### src/csbp_pkg.sv
/*
  Shared constants and types for the clocked serial buffered port.
  Assumes a word-addressed Avalon-MM slave with 32-bit data.
*/
package csbp_pkg;

  // ***********************************************
  // Register map (word index, byte address = 4*index)
  // ***********************************************
  localparam int          ADDR_W           = 13;
  localparam logic [12:0] IDX_PRIMARY_CTRL = 13'h1f95;
  localparam logic [12:0] IDX_WORD_CTRL    = 13'h1f96;
  localparam logic [12:0] IDX_STATUS       = 13'h1f97;
  localparam logic [12:0] IDX_BUF_BASE     = 13'h1f98;
  localparam int          BUF_WORDS        = 8;
  localparam int          STAT_ACTIVE_BIT  = 7;
  localparam int          STAT_SHIFT_BIT   = 6;

  // ***********************************************
  // Field encodings
  // ***********************************************
  localparam logic [2:0] MODE_TX8    = 3'h0;
  localparam logic [2:0] MODE_TX4    = 3'h2;
  localparam logic [2:0] MODE_TXRX8  = 3'h4;
  localparam logic [2:0] MODE_RX8    = 3'h5;
  localparam logic [2:0] MODE_RX4    = 3'h6;
  localparam logic [2:0] CLK_INT_MAX = 3'h5;
  localparam logic [2:0] CLK_EXT     = 3'h7;
  localparam logic [7:0] CTRL_RST    = 8'h00;
  localparam logic [7:0] WCTL_RST    = 8'h00;

  // Half-period exponents of the internal shift clock, in system cycles
  localparam logic [3:0] HALF_EXP_0  = 4'hc;
  localparam logic [3:0] HALF_EXP_1  = 4'h7;
  localparam logic [3:0] HALF_EXP_2  = 4'h6;
  localparam logic [3:0] HALF_EXP_3  = 4'h5;
  localparam logic [3:0] HALF_EXP_4  = 4'h4;
  localparam logic [3:0] HALF_EXP_5  = 4'h3;
  localparam int         DIV_CNT_W   = 12;

  // ***********************************************
  // Types
  // ***********************************************
  typedef struct packed {
    logic       start;
    logic       abort;
    logic [2:0] mode;
    logic [2:0] clksel;
  } csbp_ctrl_s;

  typedef struct packed {
    logic [2:0] rsvd;
    logic [1:0] wait_code;
    logic [2:0] count;
  } csbp_wctl_s;

  typedef enum logic [1:0] {
    ST_IDLE  = 2'b00,
    ST_SHIFT = 2'b01,
    ST_GAP   = 2'b11,
    ST_WAIT  = 2'b10
  } csbp_state_e;

endpackage : csbp_pkg

### src/csbp_top.sv
/*
  Clocked serial port with an eight-word buffer, Avalon-MM register slave.
  Assumes serial pins and external shift clock are asynchronous to clk_sys_in.
*/
`timescale 1ns/10ps
module csbp_top (
  input  wire logic                        clk_sys_in,
  input  wire logic                        rst_in,
  input  wire logic [csbp_pkg::ADDR_W-1:0] avs_address_in,
  input  wire logic                        avs_read_in,
  input  wire logic                        avs_write_in,
  input  wire logic [3:0]                  avs_byteenable_in,
  input  wire logic [31:0]                 avs_writedata_in,
  output logic      [31:0]                 avs_readdata_out,
  output logic                             avs_waitrequest_out,
  input  wire logic                        shift_clk_in,
  output logic                             shift_clk_out,
  output logic                             shift_clk_oe_out,
  input  wire logic                        ser_data_in,
  output logic                             ser_data_out,
  output logic                             serial_burst_interrupt_out
);
  import csbp_pkg::*;

  // ***********************************************
  // Register bus slave
  // ***********************************************
  logic        ack_r;
  logic [31:0] rdata_r;
  csbp_ctrl_s  ctl_r;
  csbp_wctl_s  wctl_r;
  logic [7:0]  data_buffer_bytes_r [BUF_WORDS];

  wire acc     = avs_read_in | avs_write_in;
  wire wr_go   = avs_write_in & ack_r & avs_byteenable_in[0];
  wire rd_go   = avs_read_in & ack_r;
  wire hit_c1  = avs_address_in == IDX_PRIMARY_CTRL;
  wire hit_c2  = avs_address_in == IDX_WORD_CTRL;
  wire hit_st  = avs_address_in == IDX_STATUS;
  wire hit_buf = avs_address_in[12:3] == IDX_BUF_BASE[12:3];
  wire [2:0] buf_sel = avs_address_in[2:0];
  wire buf_wr  = wr_go & hit_buf;
  wire buf_rd  = rd_go & hit_buf;

  // One wait cycle per access; read data captured in the first cycle
  assign avs_waitrequest_out = acc & ~ack_r;
  assign avs_readdata_out    = rdata_r;

  always_ff @(posedge clk_sys_in) begin
    if (rst_in) begin
      ack_r <= 1'b0;
    end else begin
      ack_r <= acc & ~ack_r;
    end
  end

  // ***********************************************
  // Mode decode and serial pin sampling
  // ***********************************************
  csbp_state_e st_r;
  logic        sck_s1_r, sck_s2_r, sck_s3_r;
  logic        si_s1_r, si_s2_r;
  logic        sck_r, so_r, fell_r, irq_r, svc_r, unread_r, dummy_r;
  logic [2:0]  idx_r, bit_cnt_r;
  logic [7:0]  tx_sh_r, rx_sh_r;
  logic [6:0]  gap_cnt_r;
  logic        tick;

  wire [2:0] md      = ctl_r.mode;
  wire mode_tx       = (md == MODE_TX8) | (md == MODE_TX4) | (md == MODE_TXRX8);
  wire mode_rx       = (md == MODE_RX8) | (md == MODE_RX4) | (md == MODE_TXRX8);
  wire four          = (md == MODE_TX4) | (md == MODE_RX4);
  wire ext_clk       = ctl_r.clksel == CLK_EXT;
  wire clk_ok        = ext_clk | (ctl_r.clksel <= CLK_INT_MAX);
  wire active        = st_r != ST_IDLE;
  wire shifting      = st_r == ST_SHIFT;
  wire [2:0] last_bit = four ? 3'h3 : 3'h7;

  // Two flops before any logic looks at the pins
  always_ff @(posedge clk_sys_in) begin
    if (rst_in) begin
      {sck_s1_r, sck_s2_r, sck_s3_r} <= 3'h7;
      {si_s1_r, si_s2_r}             <= 2'h3;
    end else begin
      {sck_s1_r, sck_s2_r, sck_s3_r} <= {shift_clk_in, sck_s1_r, sck_s2_r};
      {si_s1_r, si_s2_r}             <= {ser_data_in, si_s1_r};
    end
  end

  // Internal divider runs only while the clock may toggle or a gap is timed
  csbp_div u_div (
    .clk_sys_in (clk_sys_in),
    .rst_in     (rst_in),
    .run_in     (~ext_clk & ((st_r == ST_SHIFT) | (st_r == ST_GAP))),
    .sel_in     (ctl_r.clksel),
    .tick_out   (tick)
  );

  // ***********************************************
  // Shift edges and word bookkeeping
  // ***********************************************
  wire fall_evt = ext_clk ? (sck_s3_r & ~sck_s2_r) : (tick & sck_r);
  wire rise_evt = ext_clk ? (~sck_s3_r & sck_s2_r) : (tick & ~sck_r);
  wire sh_fall  = shifting & fall_evt;
  wire sh_rise  = shifting & rise_evt & fell_r;
  wire word_end = sh_rise & (bit_cnt_r == last_bit);
  wire last_word = idx_r == wctl_r.count;
  wire [2:0] idx_nxt = last_word ? 3'h0 : idx_r + 3'h1;
  wire [7:0] rx_next = {si_s2_r, rx_sh_r[7:1]};
  wire [7:0] rx_word = four ? {4'h0, rx_next[7:4]} : rx_next;

  // Servicing: writes release transmit modes, reads release receive-only
  wire svc_evt  = mode_tx ? buf_wr : buf_rd;
  wire svc_done = svc_r | svc_evt;
  wire cancel   = ext_clk & mode_rx & ~mode_tx & unread_r;
  wire end_now  = ~ctl_r.start | cancel | dummy_r;
  wire go_wait  = ~ext_clk & last_word & ~svc_done;
  wire [2:0] mul = 3'((4'h1 << wctl_r.wait_code) - 4'h1);
  wire [6:0] gap_len = four ? {1'b0, mul, 3'h0} : {mul, 4'h0};
  wire go_gap   = ~ext_clk & (wctl_r.wait_code != 2'h0);
  wire start_go = ~active & ctl_r.start & ~ctl_r.abort & clk_ok & (mode_tx | mode_rx);
  wire store_rx = word_end & mode_rx & ~cancel;
  wire irq_evt  = word_end & last_word & ~cancel;

  // ***********************************************
  // Control registers
  // ***********************************************
  // Write-only: software writes whole bytes, reads return zero
  always_ff @(posedge clk_sys_in) begin
    if (rst_in) begin
      ctl_r  <= CTRL_RST;
      wctl_r <= WCTL_RST;
    end else begin
      if (wr_go && hit_c1) begin
        ctl_r <= avs_writedata_in[7:0];
      end else if (ctl_r.abort) begin
        ctl_r.abort <= 1'b0;
      end
      if (wr_go && hit_c2) begin
        wctl_r <= avs_writedata_in[7:0];
      end
    end
  end

  // Read mux; control registers and unmapped words read zero
  wire [7:0] stat_byte = {active, shifting, 6'h0};
  wire [7:0] rd_byte   = hit_st ? stat_byte :
                         hit_buf ? data_buffer_bytes_r[buf_sel] : 8'h00;

  always_ff @(posedge clk_sys_in) begin
    if (rst_in) begin
      rdata_r <= 32'h0;
    end else if (acc && !ack_r) begin
      rdata_r <= {24'h0, rd_byte};
    end
  end

  // Buffer: the shifter's store wins over a clashing software write
  always_ff @(posedge clk_sys_in) begin
    if (store_rx) begin
      data_buffer_bytes_r[idx_r] <= rx_word;
    end else if (buf_wr) begin
      data_buffer_bytes_r[buf_sel] <= avs_writedata_in[7:0];
    end
  end

  // ***********************************************
  // Service and status flags
  // ***********************************************
  // Set wins over clear on every flag below
  always_ff @(posedge clk_sys_in) begin
    if (rst_in) begin
      svc_r    <= 1'b0;
      unread_r <= 1'b0;
      irq_r    <= 1'b0;
    end else begin
      svc_r    <= svc_evt | (svc_r & ~(start_go | (word_end & last_word)));
      unread_r <= (irq_evt & mode_rx) | (unread_r & ~buf_rd & ~start_go);
      irq_r    <= irq_evt;
    end
  end

  assign serial_burst_interrupt_out = irq_r;

  // ***********************************************
  // Transfer sequencer
  // ***********************************************
  // Abort overrides everything; a stop lets the current word finish
  always_ff @(posedge clk_sys_in) begin
    if (rst_in) begin
      st_r      <= ST_IDLE;
      idx_r     <= 3'h0;
      bit_cnt_r <= 3'h0;
      fell_r    <= 1'b0;
      sck_r     <= 1'b1;
      so_r      <= 1'b1;
      tx_sh_r   <= 8'h00;
      rx_sh_r   <= 8'h00;
      gap_cnt_r <= 7'h00;
      dummy_r   <= 1'b0;
    end else if (ctl_r.abort) begin
      st_r    <= ST_IDLE;
      sck_r   <= 1'b1;
      dummy_r <= 1'b0;
    end else begin
      if (!ext_clk && shifting && tick) begin
        sck_r <= ~sck_r;
      end
      case (st_r)
        ST_IDLE: begin
          if (start_go) begin
            st_r      <= ST_SHIFT;
            idx_r     <= 3'h0;
            bit_cnt_r <= 3'h0;
            fell_r    <= 1'b0;
            sck_r     <= 1'b1;
            tx_sh_r   <= data_buffer_bytes_r[0];
            dummy_r   <= 1'b0;
          end
        end
        ST_SHIFT: begin
          if (sh_fall) begin
            so_r    <= tx_sh_r[0];
            tx_sh_r <= {1'b0, tx_sh_r[7:1]};
            fell_r  <= 1'b1;
          end
          if (sh_rise) begin
            rx_sh_r   <= rx_next;
            bit_cnt_r <= bit_cnt_r + 3'h1;
            fell_r    <= 1'b0;
          end
          if (word_end) begin
            idx_r     <= idx_nxt;
            bit_cnt_r <= 3'h0;
            dummy_r   <= ext_clk & mode_tx & ~mode_rx & last_word & ctl_r.start;
            if (end_now) begin
              st_r <= ST_IDLE;
            end else if (go_wait) begin
              st_r <= ST_WAIT;
            end else if (go_gap) begin
              st_r      <= ST_GAP;
              gap_cnt_r <= gap_len;
            end else begin
              tx_sh_r <= data_buffer_bytes_r[idx_nxt];
            end
          end
        end
        ST_GAP: begin
          if (!ctl_r.start) begin
            st_r <= ST_IDLE;
          end else if (tick) begin
            gap_cnt_r <= gap_cnt_r - 7'h01;
            if (gap_cnt_r == 7'h01) begin
              // Service was judged at the word end, so a gap always resumes shifting
              st_r    <= ST_SHIFT;
              tx_sh_r <= data_buffer_bytes_r[idx_r];
            end
          end
        end
        ST_WAIT: begin
          if (!ctl_r.start) begin
            st_r <= ST_IDLE;
          end else if (svc_done) begin
            st_r    <= ST_SHIFT;
            tx_sh_r <= data_buffer_bytes_r[idx_r];
          end
        end
        default: begin
          st_r <= ST_IDLE;
        end
      endcase
    end
  end

  // Pin drive: internal clock only while a transfer is active
  assign shift_clk_out    = sck_r;
  assign shift_clk_oe_out = ~ext_clk & active;
  assign ser_data_out     = so_r;
endmodule : csbp_top

### src/csbp_div.sv
/*
  Shift clock divider: one-cycle tick per half period of the selected rate.
  Assumes run_in drops between frames so each frame starts on a full half.
*/
`timescale 1ns/10ps
module csbp_div #(
  parameter int CNT_W = csbp_pkg::DIV_CNT_W
) (
  input  wire logic       clk_sys_in,
  input  wire logic       rst_in,
  input  wire logic       run_in,
  input  wire logic [2:0] sel_in,
  output logic            tick_out
);
  import csbp_pkg::*;

  // Counter must cover the slowest half period
  if (CNT_W < 12) begin : g_chk
    $error("csbp_div: CNT_W too small for slowest rate");
  end

  logic [CNT_W-1:0] cnt_r;
  wire  [3:0]       half_exp;
  wire  [CNT_W-1:0] mask;

  // Select decode, held as wires
  assign half_exp = (sel_in == 3'h0) ? HALF_EXP_0 :
                    (sel_in == 3'h1) ? HALF_EXP_1 :
                    (sel_in == 3'h2) ? HALF_EXP_2 :
                    (sel_in == 3'h3) ? HALF_EXP_3 :
                    (sel_in == 3'h4) ? HALF_EXP_4 : HALF_EXP_5;
  assign mask     = CNT_W'((32'h1 << half_exp) - 32'h1);
  assign tick_out = run_in & ((cnt_r & mask) == mask);

  // Restart from zero when idle so the first half is never short
  always_ff @(posedge clk_sys_in) begin
    if (rst_in || !run_in) begin
      cnt_r <= '0;
    end else begin
      cnt_r <= cnt_r + 1'b1;
    end
  end

endmodule : csbp_div

### config.mk
export PLATFORM = sky130hd
export DESIGN_NAME = csbp_top
export DESIGN_NICKNAME = d
export VERILOG_FILES = /design/src/csbp_pkg.sv /design/src/csbp_top.sv /design/src/csbp_div.sv
export SDC_FILE = /design/constraint.sdc
export NUM_CORES = 1
export LEC_CHECK = 0
export CORE_MARGIN = 2
export CORE_UTILIZATION = 45
export DETAILED_ROUTE_END_ITERATION = 7
export DONT_BUFFER_PORTS = 1
export PLACE_DENSITY = 0.62
export SLEW_MARGIN = 5
export SYNTH_ARGS = -nofsm -noshare
export SYNTH_HDL_FRONTEND = slang
export SYNTH_SLANG_ARGS = --single-unit
export TNS_END_PERCENT = 10
### constraint.sdc
create_clock -name clk_sys_in -period 3.5 [get_ports clk_sys_in]
set_clock_uncertainty 0.15 [all_clocks]
set_input_delay 0.7 -clock clk_sys_in [delete_from_list [all_inputs] [get_ports clk_sys_in]]
set_output_delay 0.7 -clock clk_sys_in [all_outputs]
set_load 0.01 [all_outputs]
==> run summary, run 1 <==
status = complete, no violations
fin util = 50.6%
remaining antenna violation count after routing = 0
fin crit share = 89.5%
Initial Utilization = 46.0%
reg2reg start = ctl_r[2]
Clk pin slew, worst setup/hold paths = 60 ps
post-CTS setup repair buffer count = 0
CTS max path bufs = 2
average routed wire per standard cell = 20.3 µm
MaxCap Viol Count = 0
Core Rows = 48
drt pass-1 iters = 5
Lkg Pwr = 2.93 nW
Placed Area = 8220 µm²
asr flop ratio synth = 0%
Yosys cell types = 75
startpoint types = flop
Hold Buf Count CTS = 0
Clock Latency Late Sink = 430 ps
# DRC = 0
Slew HR = 36.4%
nature of the critical path endpoint = flop
Die W = 137 µm
final net count = 853
Num CTS Buffers = 17
Yosys top cell area share = 24.1%
mean post-synth cell area = 10.2 µm²
Hold Crit Class = in -> reg
pin count of the biggest net entering global routing = 60
final hold violations = 0
Seq cells post-synth = 143
Syn Std Cell Area = 7990 µm²
core box area = 17,400 µm²
Sum Neg Setup Slack = 0 ps
Worst VDD drop = 0.291 mV
final setup fails = 0
first-pass GRT wire length = 32,600 µm
DR vias/cell = 6.00
CTS tree = done
post-route minimum period = 3130 ps
crit path max fanout = 20
Synth top cells by count = nor2_1, dfxtp_1, nand2_1
initial antenna violation count = 0
routability congestion estimate = 0.848
Critical Path AT = 3080 ps
grt ovf = 0
Design Power = 3.52 mW
total number of vias = 6,175
top_reg_cell synth = dfxtp_1
Layout area overhead = 9.90%
Yosys warning total = 0
HP Start = rst_in
Die ar. = 18,800 µm²
CTS H-tree depth = 4
Worst-Margin Slew = 944 ps
library cell with the largest summed area after synthesis = edfxtp_1
Design Area, Final = 8780 µm²
Total Routed Length = 20,900 µm
Pins Over Slew Limit = 0
RSZ-0062 raised after global routing = false
Post-synth EDFFs = 64
number of global-route vias before repair = 6,025
clock root buffer = clkbuf_16
CTS resizes = 0
die height = 137 µm
Critical Path RT = 3440 ps
Final HPWL DP = 14,700 µm
# port buffers = 0
WS Path Type = reg -> reg
fmax = 0.319 GHz
sequential area share after synthesis = 43.8%
CTS sink count = 143
GRT Total Usage = 23.1%
most frequent cell after synthesis = nor2_1
crit path launch = ctl_r[2]
IO Count = 92
antenna cells = 0
share of cells above drive strength 1 = 15.8%
cell count after synthesis = 786
ranking of synthesized cells by area = edfxtp_1, dfxtp_1, mux4_2, mux2i_1, nor2_1
DRT iter0 DRCs = 598
Power Dens Cells = 401 nW/µm²
-- per-stage QoR --
stage	setup slack (ps)	hold WS, ps	instances
6_report	368	189	1030
3_5_place_dp	421	248	998
4_1_cts	394	182	1030
2_1_floorplan	710	239	810
3_3_place_gp	430	252	998
5_1_grt	144	170	1030
-- layout by cell type, fill, tap and decap left out, drive strengths merged, types with 8 or more instances in the layout --
cell type,count
nor2,83
dfxtp,79
nand2,78
edfxtp,64
mux2i,49
a21oi,44
o21ai,42
mux4,32
inv,32
buf,31
conb,26
nand3,17
a31oi,17
clkbuf,17
nor3,16
nor2b,11
o21a,10
xnor2,10
a311oi,10
xor2,9
mux2,8
-- report_power, final --
group	total, mW	leakage, nW	switching, mW	internal (mW)
sequential	1.74	1.09	0.00213	1.73
combinational	0.0494	1.56	0.0293	0.0201
clock	1.74	0.280	0.792	0.945
-- kinds of logic (layout without fill, tap and decap cells) --
group | after synthesis | count (layout) | synth area share [%]
fa+ha+maj | 6 | 6 | 0.940
xor+xnor | 19 | 19 | 2.27
compound gates | 177 | 177 | 15.4
simple gates | 262 | 262 | 15.4
flops | 143 | 143 | 43.8
buf+inv | 88 | 83 | 5.75
mux | 89 | 89 | 16.3
other cells | 2 | 26 | 0.0940
-- state kept, by name, summed over array words and instances, names as in the netlist, 2 cells and up, named ones only --
register / flops
data_buffer_bytes_r: 64
u_div.cnt_r: 12
avs_readdata_out: 8
tx_sh_r: 8
gap_cnt_r: 7
rx_sh_r: 7
ctl_r: 5
wctl_r: 5
bit_cnt_r: 3
idx_r: 3
md: 3
st_r: 2
-- metal layers --
metal | GRT usage (%) | up-vias | wire length, µm
li1 | - | 2882 | -
met1 | 30.2 | 3019 | 8830
met2 | 38.4 | 240 | 10300
met3 | 4.75 | 34 | 1400
met4 | 7.79 | 0 | 394
met5 | 0 | - | 0
-- area by class of cell --
type,count,area (µm²)
clock buffer,17,425
clock inverter,15,139
fill,1523,8580
inverter,20,75.1
multi-input combinational,579,4120
sequential,143,3500
tap,225,282
timing repair buffer,31,233
-- final timing paths --
| path | to | slack [ps] | depth (start not counted) |
|---|---|---|---|
| max | data_buffer_bytes_r[0][6] | 370 | 7 |
| min reg2reg | si_s2_r | 270 | 1 |
| min | gap_cnt_r[3] | 190 | 1 |
| max reg2reg | data_buffer_bytes_r[0][6] | 370 | 7 |
-- worst max-delay path: stages (launching register included) --
cell and delay (ps):
dfxtp_1 570, o22ai_1 190, a2111oi_4 310, o21ai_2 170
o31ai_4 300, a311oi_2 130, buf_4 230, o21ai_0 750
(Power assumes the default switching activity.)
==> run 2, diff against run 1 <==
Settings changed: CORE_UTILIZATION 45 to 64, PLACE_DENSITY 0.62 to 0.82, SYNTH_HIERARCHICAL from default to 1.
==> run 2 against run 1 <==
Net effect: hold slack better by 2.2 ps; power is 6.8% higher; non-clock buffer count rose by 15; first-iteration DRC count up 40%; critical endpoint is now data_buffer_bytes_r[4][6]; critical path type unchanged; flip-flop and latch count unchanged; clock power grew 12%; setup slack worse by 210 ps; sequential power is essentially flat; largest cell class unchanged; clock-buffer cell count grew 6; wire length down 0.76%; global-route usage is 9.9 points higher; core utilization rose by 22 points.
==> run summary, run 2 <==
startpoint types = flop (unchanged)
Hold Crit Class = in -> reg (unchanged)
Final HPWL DP = 14,200 µm (was 14,700 µm)
Lkg Pwr = 3.06 nW (was 2.93 nW)
initial antenna violation count = 0 (unchanged)
hold path cells = 1 (unchanged)
Hold Path End = ctl_r[7] (was gap_cnt_r[3])
Syn Std Cell Area = 7870 µm² (was 7990 µm²)
R2R depth = 11 (was 7)
Yosys cell types = 63 (was 75)
Core Rows = 40 (was 48)
Sum Neg Setup Slack = 0 ps (unchanged)
Power Dens Cells = 429 nW/µm² (was 401 nW/µm²)
Synth top cells by count = nor2_1, dfxtp_1, edfxtp_1 (was nor2_1, dfxtp_1, nand2_1)
status = complete, no violations (unchanged)
nature of the critical path endpoint = flop (unchanged)
Worst-Margin Slew = 915 ps (was 944 ps)
Worst VDD drop = 0.409 mV (was 0.291 mV)
Largest regs = data_buffer_bytes_r: 64 flops, u_div/cnt_r: 12 flops (was data_buffer_bytes_r: 64 flops, u_div.cnt_r: 12 flops)
top_reg_cell synth = dfxtp_1 (unchanged)
Clock Latency Late Sink = 430 ps (about the same)
Die W = 115 µm (was 137 µm)
# port buffers = 0 (unchanged)
Largest register FFs = 64 (unchanged)
FF-to-FF End = data_buffer_bytes_r[4][6] (was data_buffer_bytes_r[0][6])
MaxCap Viol Count = 0 (unchanged)
number of global-route vias before repair = 6,195 (was 6,025)
ranking of synthesized cells by area = edfxtp_1, dfxtp_1, mux4_2, mux2i_1, nor2_1 (unchanged)
CTS max path bufs = 2 (unchanged)
library cell with the largest summed area after synthesis = edfxtp_1 (unchanged)
final net count = 832 (was 853)
pin count of the biggest net entering global routing = 65 (was 60)
IO Count = 92 (unchanged)
Slew HR = 38.9% (was 36.4%)
asr flop ratio synth = 0% (unchanged)
Hold Buf Count CTS = 0 (unchanged)
Design Area, Final = 8770 µm² (was 8780 µm²)
CTS H-tree depth = 4 (unchanged)
RSZ-0062 raised after global routing = false (unchanged)
Post-synth EDFFs = 64 (unchanged)
grt ovf = 0 (unchanged)
Placed Area = 8120 µm² (was 8220 µm²)
Total Routed Length = 20,700 µm (was 20,900 µm)
hold slack = 191 ps (was 189 ps)
HP Start = rst_in (unchanged)
Design Power = 3.76 mW (was 3.52 mW)
Seq cells post-synth = 143 (unchanged)
internal power = 3.03 mW (was 2.70 mW)
die height = 115 µm (was 137 µm)
r2r setup slk = 160 ps (was 370 ps)
Clk pin slew, worst setup/hold paths = 60 ps (about the same)
Biggest register = data_buffer_bytes_r (unchanged)
Num CTS Buffers = 17 (unchanged)
Die ar. = 13,200 µm² (was 18,800 µm²)
clock root buffer = clkbuf_16 (unchanged)
NetSw = 0.735 mW (was 0.823 mW)
CTS sink count = 143 (unchanged)
drt pass-1 iters = 6 (was 5)
crit path max fanout = 8 (was 20)
Initial Utilization = 65.5% (was 46.0%)
switching share of total power = 19.5% (was 23.4%)
Layout area overhead = 11.5% (was 9.90%)
combinational group share of total power = 1.8% (was 1.4%)
fin crit share = 95.5% (was 89.5%)
antenna cells = 0 (unchanged)
CTS tree = done (unchanged)
average routed wire per standard cell = 22.3 µm (was 20.3 µm)
DRT iter0 DRCs = 835 (was 598)
first-pass GRT wire length = 33,000 µm (was 32,600 µm)
remaining antenna violation count after routing = 0 (unchanged)
mean post-synth cell area = 10.4 µm² (was 10.2 µm²)
sequential power share = 46.3% (was 49.3%)
post-route minimum period = 3340 ps (was 3130 ps)
# DRC = 0 (unchanged)
total number of vias = 6,366 (was 6,175)
fmax = 0.299 GHz (was 0.319 GHz)
share of cells above drive strength 1 = 19.1% (was 15.8%)
cell count after synthesis = 757 (was 786)
Pins Over Slew Limit = 0 (unchanged)
core box area = 12,000 µm² (was 17,400 µm²)
reg2reg start = ctl_r[0] (was ctl_r[2])
final hold violations = 0 (unchanged)
DR vias/cell = 6.84 (was 6.00)
routability congestion estimate = 0.916 (was 0.848)
GRT Total Usage = 33.0% (was 23.1%)
Yosys warning total = 6 (was 0)
Critical Path AT = 3250 ps (was 3080 ps)
clock network power share = 51.9% (was 49.3%)
Final WS setup = 156 ps (was 368 ps)
Critical Path RT = 3410 ps (was 3440 ps)
commonest non-fill, non-tap cell in the layout = dfxtp_1 (was nor2_1)
setup slack at placement = -26.7 ps (was 421 ps)
WS Path Type = reg -> reg (unchanged)
sequential area share after synthesis = 44.5% (was 43.8%)
final setup fails = 0 (unchanged)
most frequent cells in the layout = dfxtp_1, nor2_1, edfxtp_1, nand2_1, buf_4 (was nor2_1, dfxtp_1, nand2_1, edfxtp_1, mux2i_1)
Yosys top cell area share = 24.4% (was 24.1%)
most frequent cell after synthesis = nor2_1 (unchanged)
run 2: cell types whose count changed after synthesis, moves of 10 or more:
cell	change
nand2_1	-28
nand3_1	+21
o21ai_0	-15
clkbuf_1	+14
o211ai_1	+14
o21a_1	-10
run 2: cell type report:
cell class | count | area (µm²)
Multi-Input combinational cell | 546 | 4040
Sequential cell | 143 | 3500
Fill cell | 827 | 3240
Clock buffer | 23 | 480
Timing Repair Buffer | 46 | 345
Tap cell | 147 | 184
Clock inverter | 9 | 156
Inverter | 17 | 63.8
run 2: how the worst max path moves through the flow:
stage               startpoint                   endpoint  slack [ps]  cells past startpoint
finish                ctl_r[0]  data_buffer_bytes_r[4][6]         160                     11
global route          ctl_r[0]                 tx_sh_r[7]          20                     12
CTS                   ctl_r[0]  data_buffer_bytes_r[1][6]          50                     11
detailed placement    ctl_r[0]  data_buffer_bytes_r[4][2]         -30                     11
global placement      ctl_r[0]  data_buffer_bytes_r[4][4]          50                     11
floorplan              st_r[0]  data_buffer_bytes_r[7][0]         150                     11
run 2: per-layer routing:
metal / wire [µm] / vias up / track usage [%]
li1: - / 2827 / -
met1: 7660 / 3062 / 41.0
met2: 10200 / 403 / 54.4
met3: 2040 / 74 / 9.12
met4: 817 / 0 / 14.5
met5: 0 / - / 0
run 2: power by group through the flow:
stage | registers, mW | logic (mW) | clock network, mW
after floorplan | 1.77 | 0.0932 | 0
after global placement | 1.77 | 0.0653 | 0
after detailed placement | 1.77 | 0.0662 | 0
after CTS | 1.74 | 0.0670 | 1.96
after global routing | 1.74 | 0.0740 | 2.04
final | 1.74 | 0.0687 | 1.95
run 2: worst max-delay path, cell delays in order, from the launching register on:
cell     delay (ps)
dfxtp_1         360
buf_4           160
a22o_1          220
a41oi_1         260
nor3_2           80
nor2b_1         140
mux2i_1         190
nor3_1           80
buf_4           160
a311o_1         460
mux2i_1         190
nor2_2          530
run 2: cell families after synthesis:
kind of cell    share of synthesized area [%]
other cells                            0.0476
flops                                    44.5
fa+ha+maj                                1.08
buf+inv                                  5.61
compound gates                           12.9
simple gates                             15.7
mux                                      18.0
xor+xnor                                 2.11
run 2: what timing repair did:
action,in CTS,in global routing
setup buffers,0,0
gates cloned,0,0
resized for setup,4,6
setup endpoints to repair,25,80
run 2: through the flow:
| stage | util [%] | cells |
|---|---|---|
| CTS | 72.9 | 931 |
| global route | 73.1 | 931 |
| detailed placement | 67.6 | 899 |
| floorplan | - | 780 |
| global placement | 67.6 | 899 |
| finish | 73.1 | 931 |
